### config.mk
export PLATFORM = sky130hd
export DESIGN_NAME = converter_control_regs
export DESIGN_NICKNAME = d
export VERILOG_FILES = /design/src/shared/conv_regs_pkg.sv /design/src/rtl/converter_control_regs.sv /design/src/rtl/ref_ramp.sv
export SDC_FILE = /design/constraint.sdc
export NUM_CORES = 1
export LEC_CHECK = 0
export ABC_AREA = 0
export BUFFER_PORTS_ARGS = -buffer_cell sky130_fd_sc_hd__buf_2
export CORE_ASPECT_RATIO = 0.9
export CORE_MARGIN = 1
export CORE_UTILIZATION = 45
export DETAILED_ROUTE_END_ITERATION = 16
export PLACE_DENSITY = 0.63
export SLEW_MARGIN = 10
export SYNTH_ARGS = -nofsm -noshare
export SYNTH_HDL_FRONTEND = slang
export SYNTH_SLANG_ARGS = --single-unit
### constraint.sdc
create_clock -name mclk_in -period 4 [get_ports mclk_in]
set_input_delay 1 -clock mclk_in [delete_from_list [all_inputs] [get_ports mclk_in]]
set_output_delay 1 -clock mclk_in [all_outputs]
set_load 0.02 [all_outputs]
### src/shared/conv_regs_pkg.sv
// What this block does
// - bit 5 of control_three selects forced PWM when 1; 0 means automatic skip.
// - ramp code 00 gives 7/6 mV/us at frequency 00/01, 4/3 mV/us at 10/11.
// - ramp code 11 gives 1/6 mV/us at frequency 00/01, 17/75 mV/us at 10/11.
// - serial_config bit 0 enables the high-speed extension; resets to 0.
// - configuration resets on invalid I/O supply, input undervoltage or enable low.
// - register access works only with I/O supply valid and a host connected.
// - overvoltage, overcurrent, hard-short and thermal flags are readable single bits.
// - per-fault masks gate each fault onto the power-good/interrupt output.
// - output target follows the 8-bit reference code, ramped at the selected rate.
// - current limit, frequency and compensation fields are writable at run time.
// - without a host the converter runs on valid input using defaults.
// - frequency field 00/01/10/11 means 1.2/1.5/1.8/2.1 MHz, default 10.
// - reference clamps below 0x3D and above 0xCC, 4.9 mV steps, default 0x44.
package conv_regs_pkg;

    // ==========================================================
    // register map
    localparam logic [7:0] ADDR_FAULT_FLAGS   = 8'h10;
    localparam logic [7:0] ADDR_FAULT_MASK    = 8'h11;
    localparam logic [7:0] ADDR_CONTROL_ONE   = 8'h12;
    localparam logic [7:0] ADDR_CONTROL_TWO   = 8'h13;
    localparam logic [7:0] ADDR_CONTROL_THREE = 8'h14;
    localparam logic [7:0] ADDR_SERIAL_CONFIG = 8'h15;

    // ==========================================================
    // reset values
    localparam logic [7:0] RST_FAULT_MASK    = 8'h0F;
    localparam logic [7:0] RST_CONTROL_ONE   = 8'h50;
    localparam logic [7:0] RST_CONTROL_TWO   = 8'h44;
    localparam logic [7:0] RST_CONTROL_THREE = 8'h0C;
    localparam logic [7:0] RST_SERIAL_CONFIG = 8'h00;
    localparam logic [7:0] UNMAPPED_READ     = 8'h00;

    // ==========================================================
    // field positions
    localparam int BIT_OVERCURRENT   = 0;
    localparam int BIT_THERMAL       = 1;
    localparam int BIT_HARD_SHORT    = 2;
    localparam int BIT_OVERVOLTAGE   = 3;
    localparam int BIT_PGOOD         = 4;
    localparam int BIT_FORCED_PWM    = 5;
    localparam int BIT_HS_MODE_EXT   = 0;
    localparam int LSB_COMP          = 5;
    localparam int LSB_SWITCH_SEL_A          = 3;
    localparam int LSB_CURRENT_LIMIT = 0;
    localparam int LSB_RAMP          = 0;

    // ==========================================================
    // reference code range
    localparam logic [7:0] REF_CODE_MIN = 8'h3D;
    localparam logic [7:0] REF_CODE_MAX = 8'hCC;

    // ==========================================================
    // ramp timing: rates in units of 1/150 mV per us, one code is 4.9 mV
    localparam int CLOCK_SWITCH_SEL_A_MHZ  = 25;
    localparam int US_TICK_CYCLES  = CLOCK_SWITCH_SEL_A_MHZ;
    localparam logic [11:0] STEP_UNITS     = 12'h2DF;
    localparam logic [11:0] RATE_7_6       = 12'h0AF;
    localparam logic [11:0] RATE_4_3       = 12'h0C8;
    localparam logic [11:0] RATE_2_3       = 12'h064;
    localparam logic [11:0] RATE_1_3       = 12'h032;
    localparam logic [11:0] RATE_1_6       = 12'h019;
    localparam logic [11:0] RATE_17_75     = 12'h022;

    typedef enum logic [1:0] {
        SWITCH_SEL_A_1M2,
        SWITCH_SEL_A_1M5,
        SWITCH_SEL_A_1M8,
        SWITCH_SEL_A_2M1
    } switch_switch_sel_a_t;

    function automatic logic [7:0] clamp_ref(input logic [7:0] code);
        if (code < REF_CODE_MIN) begin
            return REF_CODE_MIN;
        end
        if (code > REF_CODE_MAX) begin
            return REF_CODE_MAX;
        end
        return code;
    endfunction

endpackage
### src/rtl/converter_control_regs.sv
`timescale 1ns/1ps
module converter_control_regs
    import conv_regs_pkg::*;
(
    input  wire logic       mclk_in,
    input  wire logic       reset_n_in,
    input  wire logic       io_supply_valid_in,
    input  wire logic       input_undervoltage_lockout_in,
    input  wire logic       enable_in,
    input  wire logic       host_connected_in,
    input  wire logic [7:0] reg_addr_in,
    input  wire logic       reg_wr_in,
    input  wire logic       reg_rd_in,
    input  wire logic [7:0] reg_wdata_in,
    input  wire logic       overvoltage_event_in,
    input  wire logic       overcurrent_event_in,
    input  wire logic       hard_short_event_in,
    input  wire logic       thermal_shutdown_event_in,
    input  wire logic       output_in_regulation_in,
    output logic      [7:0] reg_rdata_out,
    output logic            reg_rvalid_out,
    output logic            converter_run_out,
    output logic            forced_pwm_enable_out,
    output logic            hs_mode_ext_en_out,
    output logic      [2:0] current_limit_sel_out,
    output logic      [1:0] switch_sel_a_out,
    output logic      [2:0] comp_sel_out,
    output logic      [7:0] ref_code_out,
    output logic            power_good_out
);

    // ==========================================================
    // state
    logic [3:0] fault_flags;
    logic [7:0] fault_mask;
    logic [7:0] control_one;
    logic [7:0] control_two;
    logic [7:0] control_three;
    logic [7:0] serial_config;
    logic [7:0] rdata;
    logic       rvalid;
    logic       run;
    logic       forced_pwm;
    logic       hs_mode_ext;
    logic [2:0] current_limit;
    logic [1:0] switch_sel_a;
    logic [2:0] comp;
    logic       pgood;

    logic [3:0] next_fault_flags;
    logic [7:0] next_fault_mask;
    logic [7:0] next_control_one;
    logic [7:0] next_control_two;
    logic [7:0] next_control_three;
    logic [7:0] next_serial_config;
    logic [7:0] next_rdata;
    logic       next_rvalid;
    logic       next_run;
    logic       next_forced_pwm;
    logic       next_hs_mode_ext;
    logic [2:0] next_current_limit;
    logic [1:0] next_switch_sel_a;
    logic [2:0] next_comp;
    logic       next_pgood;

    logic       cfg_reset;
    logic       bus_live;
    logic       wr_hit;
    logic       rd_hit;
    logic [3:0] fault_events;
    logic [3:0] fault_clear;
    logic [3:0] unmasked;
    logic [7:0] ref_code;

    // ==========================================================
    // qualifiers
    always_comb begin
        cfg_reset = !io_supply_valid_in || input_undervoltage_lockout_in || !enable_in;
        bus_live  = io_supply_valid_in && host_connected_in && !cfg_reset;
        wr_hit    = bus_live && reg_wr_in;
        rd_hit    = bus_live && reg_rd_in && !reg_wr_in;
    end

    // ==========================================================
    // fault flags: sticky, cleared by reading, a new event wins over the clear
    always_comb begin
        fault_events = '0;
        fault_events[BIT_OVERCURRENT] = overcurrent_event_in;
        fault_events[BIT_THERMAL]     = thermal_shutdown_event_in;
        fault_events[BIT_HARD_SHORT]  = hard_short_event_in;
        fault_events[BIT_OVERVOLTAGE] = overvoltage_event_in;
        fault_clear = (rd_hit && reg_addr_in == ADDR_FAULT_FLAGS) ? 4'hF : 4'h0;
        if (cfg_reset) begin
            next_fault_flags = 4'h0;
        end else begin
            next_fault_flags = (fault_flags & ~fault_clear) | fault_events;
        end
    end

    // ==========================================================
    // writable registers
    always_comb begin
        next_fault_mask    = fault_mask;
        next_control_one   = control_one;
        next_control_two   = control_two;
        next_control_three = control_three;
        next_serial_config = serial_config;
        if (cfg_reset) begin
            next_fault_mask    = RST_FAULT_MASK;
            next_control_one   = RST_CONTROL_ONE;
            next_control_two   = RST_CONTROL_TWO;
            next_control_three = RST_CONTROL_THREE;
            next_serial_config = RST_SERIAL_CONFIG;
        end else if (wr_hit) begin
            case (reg_addr_in)
                ADDR_FAULT_MASK:    next_fault_mask    = reg_wdata_in;
                ADDR_CONTROL_ONE:   next_control_one   = reg_wdata_in;
                ADDR_CONTROL_TWO:   next_control_two   = reg_wdata_in;
                ADDR_CONTROL_THREE: next_control_three = reg_wdata_in;
                ADDR_SERIAL_CONFIG: next_serial_config = reg_wdata_in;
                default:            next_fault_mask    = fault_mask;
            endcase
        end
    end

    // ==========================================================
    // read port: data one cycle after the strobe
    always_comb begin
        next_rvalid = rd_hit;
        next_rdata  = UNMAPPED_READ;
        if (rd_hit) begin
            case (reg_addr_in)
                ADDR_FAULT_FLAGS:   next_rdata = {4'h0, fault_flags};
                ADDR_FAULT_MASK:    next_rdata = fault_mask;
                ADDR_CONTROL_ONE:   next_rdata = control_one;
                ADDR_CONTROL_TWO:   next_rdata = control_two;
                ADDR_CONTROL_THREE: next_rdata = control_three;
                ADDR_SERIAL_CONFIG: next_rdata = serial_config;
                default:            next_rdata = UNMAPPED_READ;
            endcase
        end
    end

    // ==========================================================
    // control outputs
    always_comb begin
        next_run           = !input_undervoltage_lockout_in && enable_in;
        next_forced_pwm    = control_three[BIT_FORCED_PWM];
        next_hs_mode_ext   = serial_config[BIT_HS_MODE_EXT];
        next_current_limit = control_one[LSB_CURRENT_LIMIT +: 3];
        next_switch_sel_a          = control_one[LSB_SWITCH_SEL_A +: 2];
        next_comp          = control_one[LSB_COMP +: 3];
        unmasked           = fault_flags & ~fault_mask[3:0];
        next_pgood         = (output_in_regulation_in || fault_mask[BIT_PGOOD]) && (unmasked == 4'h0);
    end

    always_ff @(posedge mclk_in or negedge reset_n_in) begin
        if (!reset_n_in) begin
            fault_flags   <= 4'h0;
            fault_mask    <= RST_FAULT_MASK;
            control_one   <= RST_CONTROL_ONE;
            control_two   <= RST_CONTROL_TWO;
            control_three <= RST_CONTROL_THREE;
            serial_config <= RST_SERIAL_CONFIG;
            rdata         <= UNMAPPED_READ;
            rvalid        <= 1'b0;
            run           <= 1'b0;
            forced_pwm    <= RST_CONTROL_THREE[BIT_FORCED_PWM];
            hs_mode_ext   <= RST_SERIAL_CONFIG[BIT_HS_MODE_EXT];
            current_limit <= RST_CONTROL_ONE[LSB_CURRENT_LIMIT +: 3];
            switch_sel_a          <= RST_CONTROL_ONE[LSB_SWITCH_SEL_A +: 2];
            comp          <= RST_CONTROL_ONE[LSB_COMP +: 3];
            pgood         <= 1'b0;
        end else begin
            fault_flags   <= next_fault_flags;
            fault_mask    <= next_fault_mask;
            control_one   <= next_control_one;
            control_two   <= next_control_two;
            control_three <= next_control_three;
            serial_config <= next_serial_config;
            rdata         <= next_rdata;
            rvalid        <= next_rvalid;
            run           <= next_run;
            forced_pwm    <= next_forced_pwm;
            hs_mode_ext   <= next_hs_mode_ext;
            current_limit <= next_current_limit;
            switch_sel_a          <= next_switch_sel_a;
            comp          <= next_comp;
            pgood         <= next_pgood;
        end
    end

    // ==========================================================
    // reference ramp
    ref_ramp u_ref_ramp (
        .mclk_in        (mclk_in),
        .reset_n_in     (reset_n_in),
        .snap_in        (cfg_reset),
        .target_code_in (control_two),
        .ramp_sel_in    (control_three[LSB_RAMP +: 2]),
        .switch_sel_a_sel_in    (control_one[LSB_SWITCH_SEL_A +: 2]),
        .ref_code_out   (ref_code)
    );

    assign reg_rdata_out         = rdata;
    assign reg_rvalid_out        = rvalid;
    assign converter_run_out     = run;
    assign forced_pwm_enable_out = forced_pwm;
    assign hs_mode_ext_en_out    = hs_mode_ext;
    assign current_limit_sel_out = current_limit;
    assign switch_sel_a_out      = switch_sel_a;
    assign comp_sel_out          = comp;
    assign ref_code_out          = ref_code;
    assign power_good_out        = pgood;

endmodule

### src/rtl/ref_ramp.sv
`timescale 1ns/1ps
module ref_ramp
    import conv_regs_pkg::*;
(
    input  wire logic       mclk_in,
    input  wire logic       reset_n_in,
    input  wire logic       snap_in,
    input  wire logic [7:0] target_code_in,
    input  wire logic [1:0] ramp_sel_in,
    input  wire logic [1:0] switch_sel_a_sel_in,
    output logic      [7:0] ref_code_out
);

    logic [4:0]  tick_count;
    logic [11:0] accum;
    logic [7:0]  code;
    logic [4:0]  next_tick_count;
    logic [11:0] next_accum;
    logic [7:0]  next_code;
    logic [11:0] rate;
    logic [7:0]  target;
    logic        fast_switch_sel_a;
    logic        tick;
    logic [11:0] sum;

    // ==========================================================
    // rate decode
    always_comb begin
        fast_switch_sel_a = (switch_sel_a_sel_in == SWITCH_SEL_A_1M8) || (switch_sel_a_sel_in == SWITCH_SEL_A_2M1);
        case (ramp_sel_in)
            2'h0:    rate = fast_switch_sel_a ? RATE_4_3 : RATE_7_6;
            2'h1:    rate = RATE_2_3;
            2'h2:    rate = RATE_1_3;
            2'h3:    rate = fast_switch_sel_a ? RATE_17_75 : RATE_1_6;
            default: rate = RATE_7_6;
        endcase
    end

    // ==========================================================
    // one-microsecond ticks add the rate; each full step of units moves the code one step toward the target
    always_comb begin
        target          = clamp_ref(target_code_in);
        tick            = (tick_count == 5'(US_TICK_CYCLES - 1));
        next_tick_count = tick ? 5'h00 : tick_count + 5'h01;
        next_accum      = accum;
        next_code       = code;
        sum             = accum + rate;
        if (snap_in) begin
            next_code  = clamp_ref(RST_CONTROL_TWO);
            next_accum = 12'h000;
        end else if (code == target) begin
            next_accum = 12'h000;
        end else if (tick) begin
            if (sum >= STEP_UNITS) begin
                next_accum = sum - STEP_UNITS;
                next_code  = (code < target) ? code + 8'h01 : code - 8'h01;
            end else begin
                next_accum = sum;
            end
        end
    end

    always_ff @(posedge mclk_in or negedge reset_n_in) begin
        if (!reset_n_in) begin
            tick_count <= 5'h00;
            accum      <= 12'h000;
            code       <= RST_CONTROL_TWO;
        end else begin
            tick_count <= next_tick_count;
            accum      <= next_accum;
            code       <= next_code;
        end
    end

    assign ref_code_out = code;

endmodule

==> run metrics <==
Final Util=54.9%; Final #Nets=722; Bufs and invs on worst path=0; P&R area growth vs syn=17.1%; Worst R2R End=u_ref_ramp.ref_code_out[7]$_DFFE_PN0P_; vias in the first global route=roughly 4,600; Worst path depth=19; most frequent cells in the layout=89 x nand2_1, 76 x dfrtp_1, 63 x a21oi_1; share of cells above drive strength 1=20.7%; TritonCTS clock tree=done; dpl cells=807; CP cell instances=o211a_4 -> nor2_4 -> a21oi_2 -> a21oi_2 -> nand2_1 -> ha_1 -> nor2b_1 -> o21a_1 -> o21ai_1 -> a21oi_1 -> nand2b_4 -> ha_4 -> a21o_1 -> a21oi_2 -> o21ai_2 -> o41ai_2 -> xnor2_1 -> or4_1 -> a21oi_2; RSZ-0062 raised after global routing=no; Ant. Diodes=0; Synthesized Nets=660; leading cell type in the layout, fill and taps excluded=nand2_1; drt pass-1 iters=5; I/O pin total=58; clock root buffer=clkbuf_16; DRC violations left=0; worst slew pin tran=0.842 ns; Final Critical Period=3.82 ns; Total GRT Usage=23.9%; Yosys reg bits=90; area post-placement=5930 um^2; Core Footprint=11,600 um^2; Seq/Total Area, Yosys=a little over two fifths; max_cap viols=0; Crit path top cell by count=a21oi_2; drt first-iter violations=306; Worst path max stage delay=0.55 ns; initial antenna violation count=0; DR vias=between 4,000 and 5,000; leak pwr=0.00278 uW; Die ar.=12,500 um^2; R2R cell count=19; Final Cycle Share=a little over nine tenths; # rows=37; worst r2r src=control_two[1]$_DFFE_PN0P_; final non-filler cell area=6350 um^2; prevailing post-synth register cell=dfrtp_1; Starting Density=46.9%; number of synthesized flops with an enable pin=0; clk sinks=90; CP max FO=3; slew margin rel.=43.8%; DP HPWL=10,100 um; Via-to-Cell Ratio=5.71; post-synth top area cell=dfrtp_1; delay-heaviest family, CP=compound AO/OA/AOI/OAI gates; cells after synthesis=603; global-route wire length before repair=23,400 um; synth warn=0; WP data required=around 4.3 ns; final cell count without fillers=around 830; Final Skew=0.0103 ns; antenna-violating nets left=0; Routed WL=14,200 um; Syn Area/Cell=8.99 um^2; HP Class=register to register; WL per Instance=about 17 um; Die X=118 um; max-slew violation count=0; port bufs=57; gpl congestion=0.890; crit path kind=register to register; Skew-Pair Late Insertion Delay=roughly 0.35 ns; Worst setup SP type=register; global route overflow=0; f_max=~0.26 GHz; CTS Buffer Depth=2; power density over the cells=296 nW/um^2; Worst path slowest cell=or4_1; largest net degree at the start of global routing=65; crit path DAT=roughly 4.1 ns; final setup vio count=0; synthesized area=5420 um^2; H-tree depth=3; CP Capture Type=register; Die Span Y=approximately 110 um; Synth top area share=35.1%; async set-or-reset flop fraction in the synthesized netlist=100%; Yosys cell types=66; Synth area leaders=dfrtp_1 35%, dfstp_2 6.8%, a21oi_1 6.2%, nand2_1 6.2%, ha_1 6.0%; CTS buffer count=9; PnR Total Power=~1900 uW; run status=finished, final reports clean; Reg2Reg Setup Slack=0.18 ns; Max VDD drop=between 0.2 and 0.3 mV; Critical Path Start=control_two[1]$_DFFE_PN0P_; CP endpoint=u_ref_ramp.ref_code_out[7]$_DFFE_PN0P_; Worst-path clk slew=0.07 ns; Hold Vio Cnt, Final=0
-- report_power, final --
part	switching [uW]	leakage, uW	internal (uW)
registers	1.64	0.00120	913
logic	55.5	0.00143	24.0
clock network	377	0.000155	510
total	434	0.00278	1450
-- flip-flops by register name, indices dropped and copies added (netlist names), 8 cells and up --
register / cells
control_one: 8
control_three: 8
control_two: 8
fault_mask: 8
reg_rdata_out: 8
serial_config: 8
u_ref_ramp.accum: 12
u_ref_ramp.ref_code_out: 8
-- stage by stage --
step | hold slack [ns] | setup slack, ns | setup TNS (ns)
2_1_floorplan | 0.353 | 0.117 | 0
3_3_place_gp | 0.376 | 0.116 | 0
3_5_place_dp | 0.381 | -0.0687 | -0.0687
4_1_cts | 0.391 | 0.00272 | 0
5_1_grt | 0.397 | 0.00101 | 0
6_report | 0.391 | 0.180 | 0
-- per-layer routing --
layer  up-vias  share of wire, %  global-route usage, %
met4         0               1.2                   5.31
met3        19               6.3                   6.17
li1       2279                 -                      -
met5         -                 0                      0
met2       133                46                   37.4
met1      2282                47                   33.2
-- cells in the mapped netlist (all sizes together) (3+ instances only) --
cell and instances:
nand2 89, dfrtp 76, a21oi 67, nor2 43
nand3 38, ha 26, inv 25, clkbuf 21
o21ai 17, mux2i 16, dfstp 14, nor3 13
xnor2 12, or3 11, xor2 10, a22oi 9
nor2b 8, nor4 8, a31oi 7, buf 7
nand2b 6, o21a 6, o22ai 6, a21o 5
and2 5, and3 5, o211ai 5, mux4 4
a32oi 3, nand4 3, o41ai 3, or2 3
-- final cells by class --
cell class,instances,area [um^2]
fillers,1077,5220
multi-input cells,460,3030
flip-flops and latches,90,2270
repair buffers,79,453
clock buffers,10,239
well taps,156,195
inverters,25,93.8
clock inverters,6,72.6
-- kinds of logic (layout without fill, tap and decap cells) --
kind of cell,count (synthesis),in the layout,synth area share [%]
AND/OR/NAND/NOR,240,240,21.5
AO/OA/AOI/OAI,148,148,17.4
flip-flops,90,90,41.8
buffers and inverters,53,120,3.97
adder cells (fa/ha/maj),28,28,6.74
XOR/XNOR,22,22,3.55
multiplexers,22,22,5.03
-- worst min path at each step --
stage,start,end,slack [ns],cells after the start
3_3_place_gp,control_one[6]$_DFFE_PN1P_,comp_sel_out[1]$_DFF_PN1_,0.38,0
2_1_floorplan,control_one[4]$_DFFE_PN1P_,switch_sel_a_out[1]$_DFF_PN1_,0.35,0
3_5_place_dp,control_one[6]$_DFFE_PN1P_,comp_sel_out[1]$_DFF_PN1_,0.38,0
4_1_cts,control_one[6]$_DFFE_PN1P_,comp_sel_out[1]$_DFF_PN1_,0.39,0
5_1_grt,control_one[6]$_DFFE_PN1P_,comp_sel_out[1]$_DFF_PN1_,0.40,0
6_report,control_one[6]$_DFFE_PN1P_,comp_sel_out[1]$_DFF_PN1_,0.39,0
-- timing repair --
action | CTS | global route
hold buffers | 0 | 0
resized for setup | 2 | 14
gates cloned | 0 | 0
buffers inserted | 0 | 3
setup endpoints to repair | 1 | 1
pin swaps | 0 | 10
(Power assumes the default switching activity.)
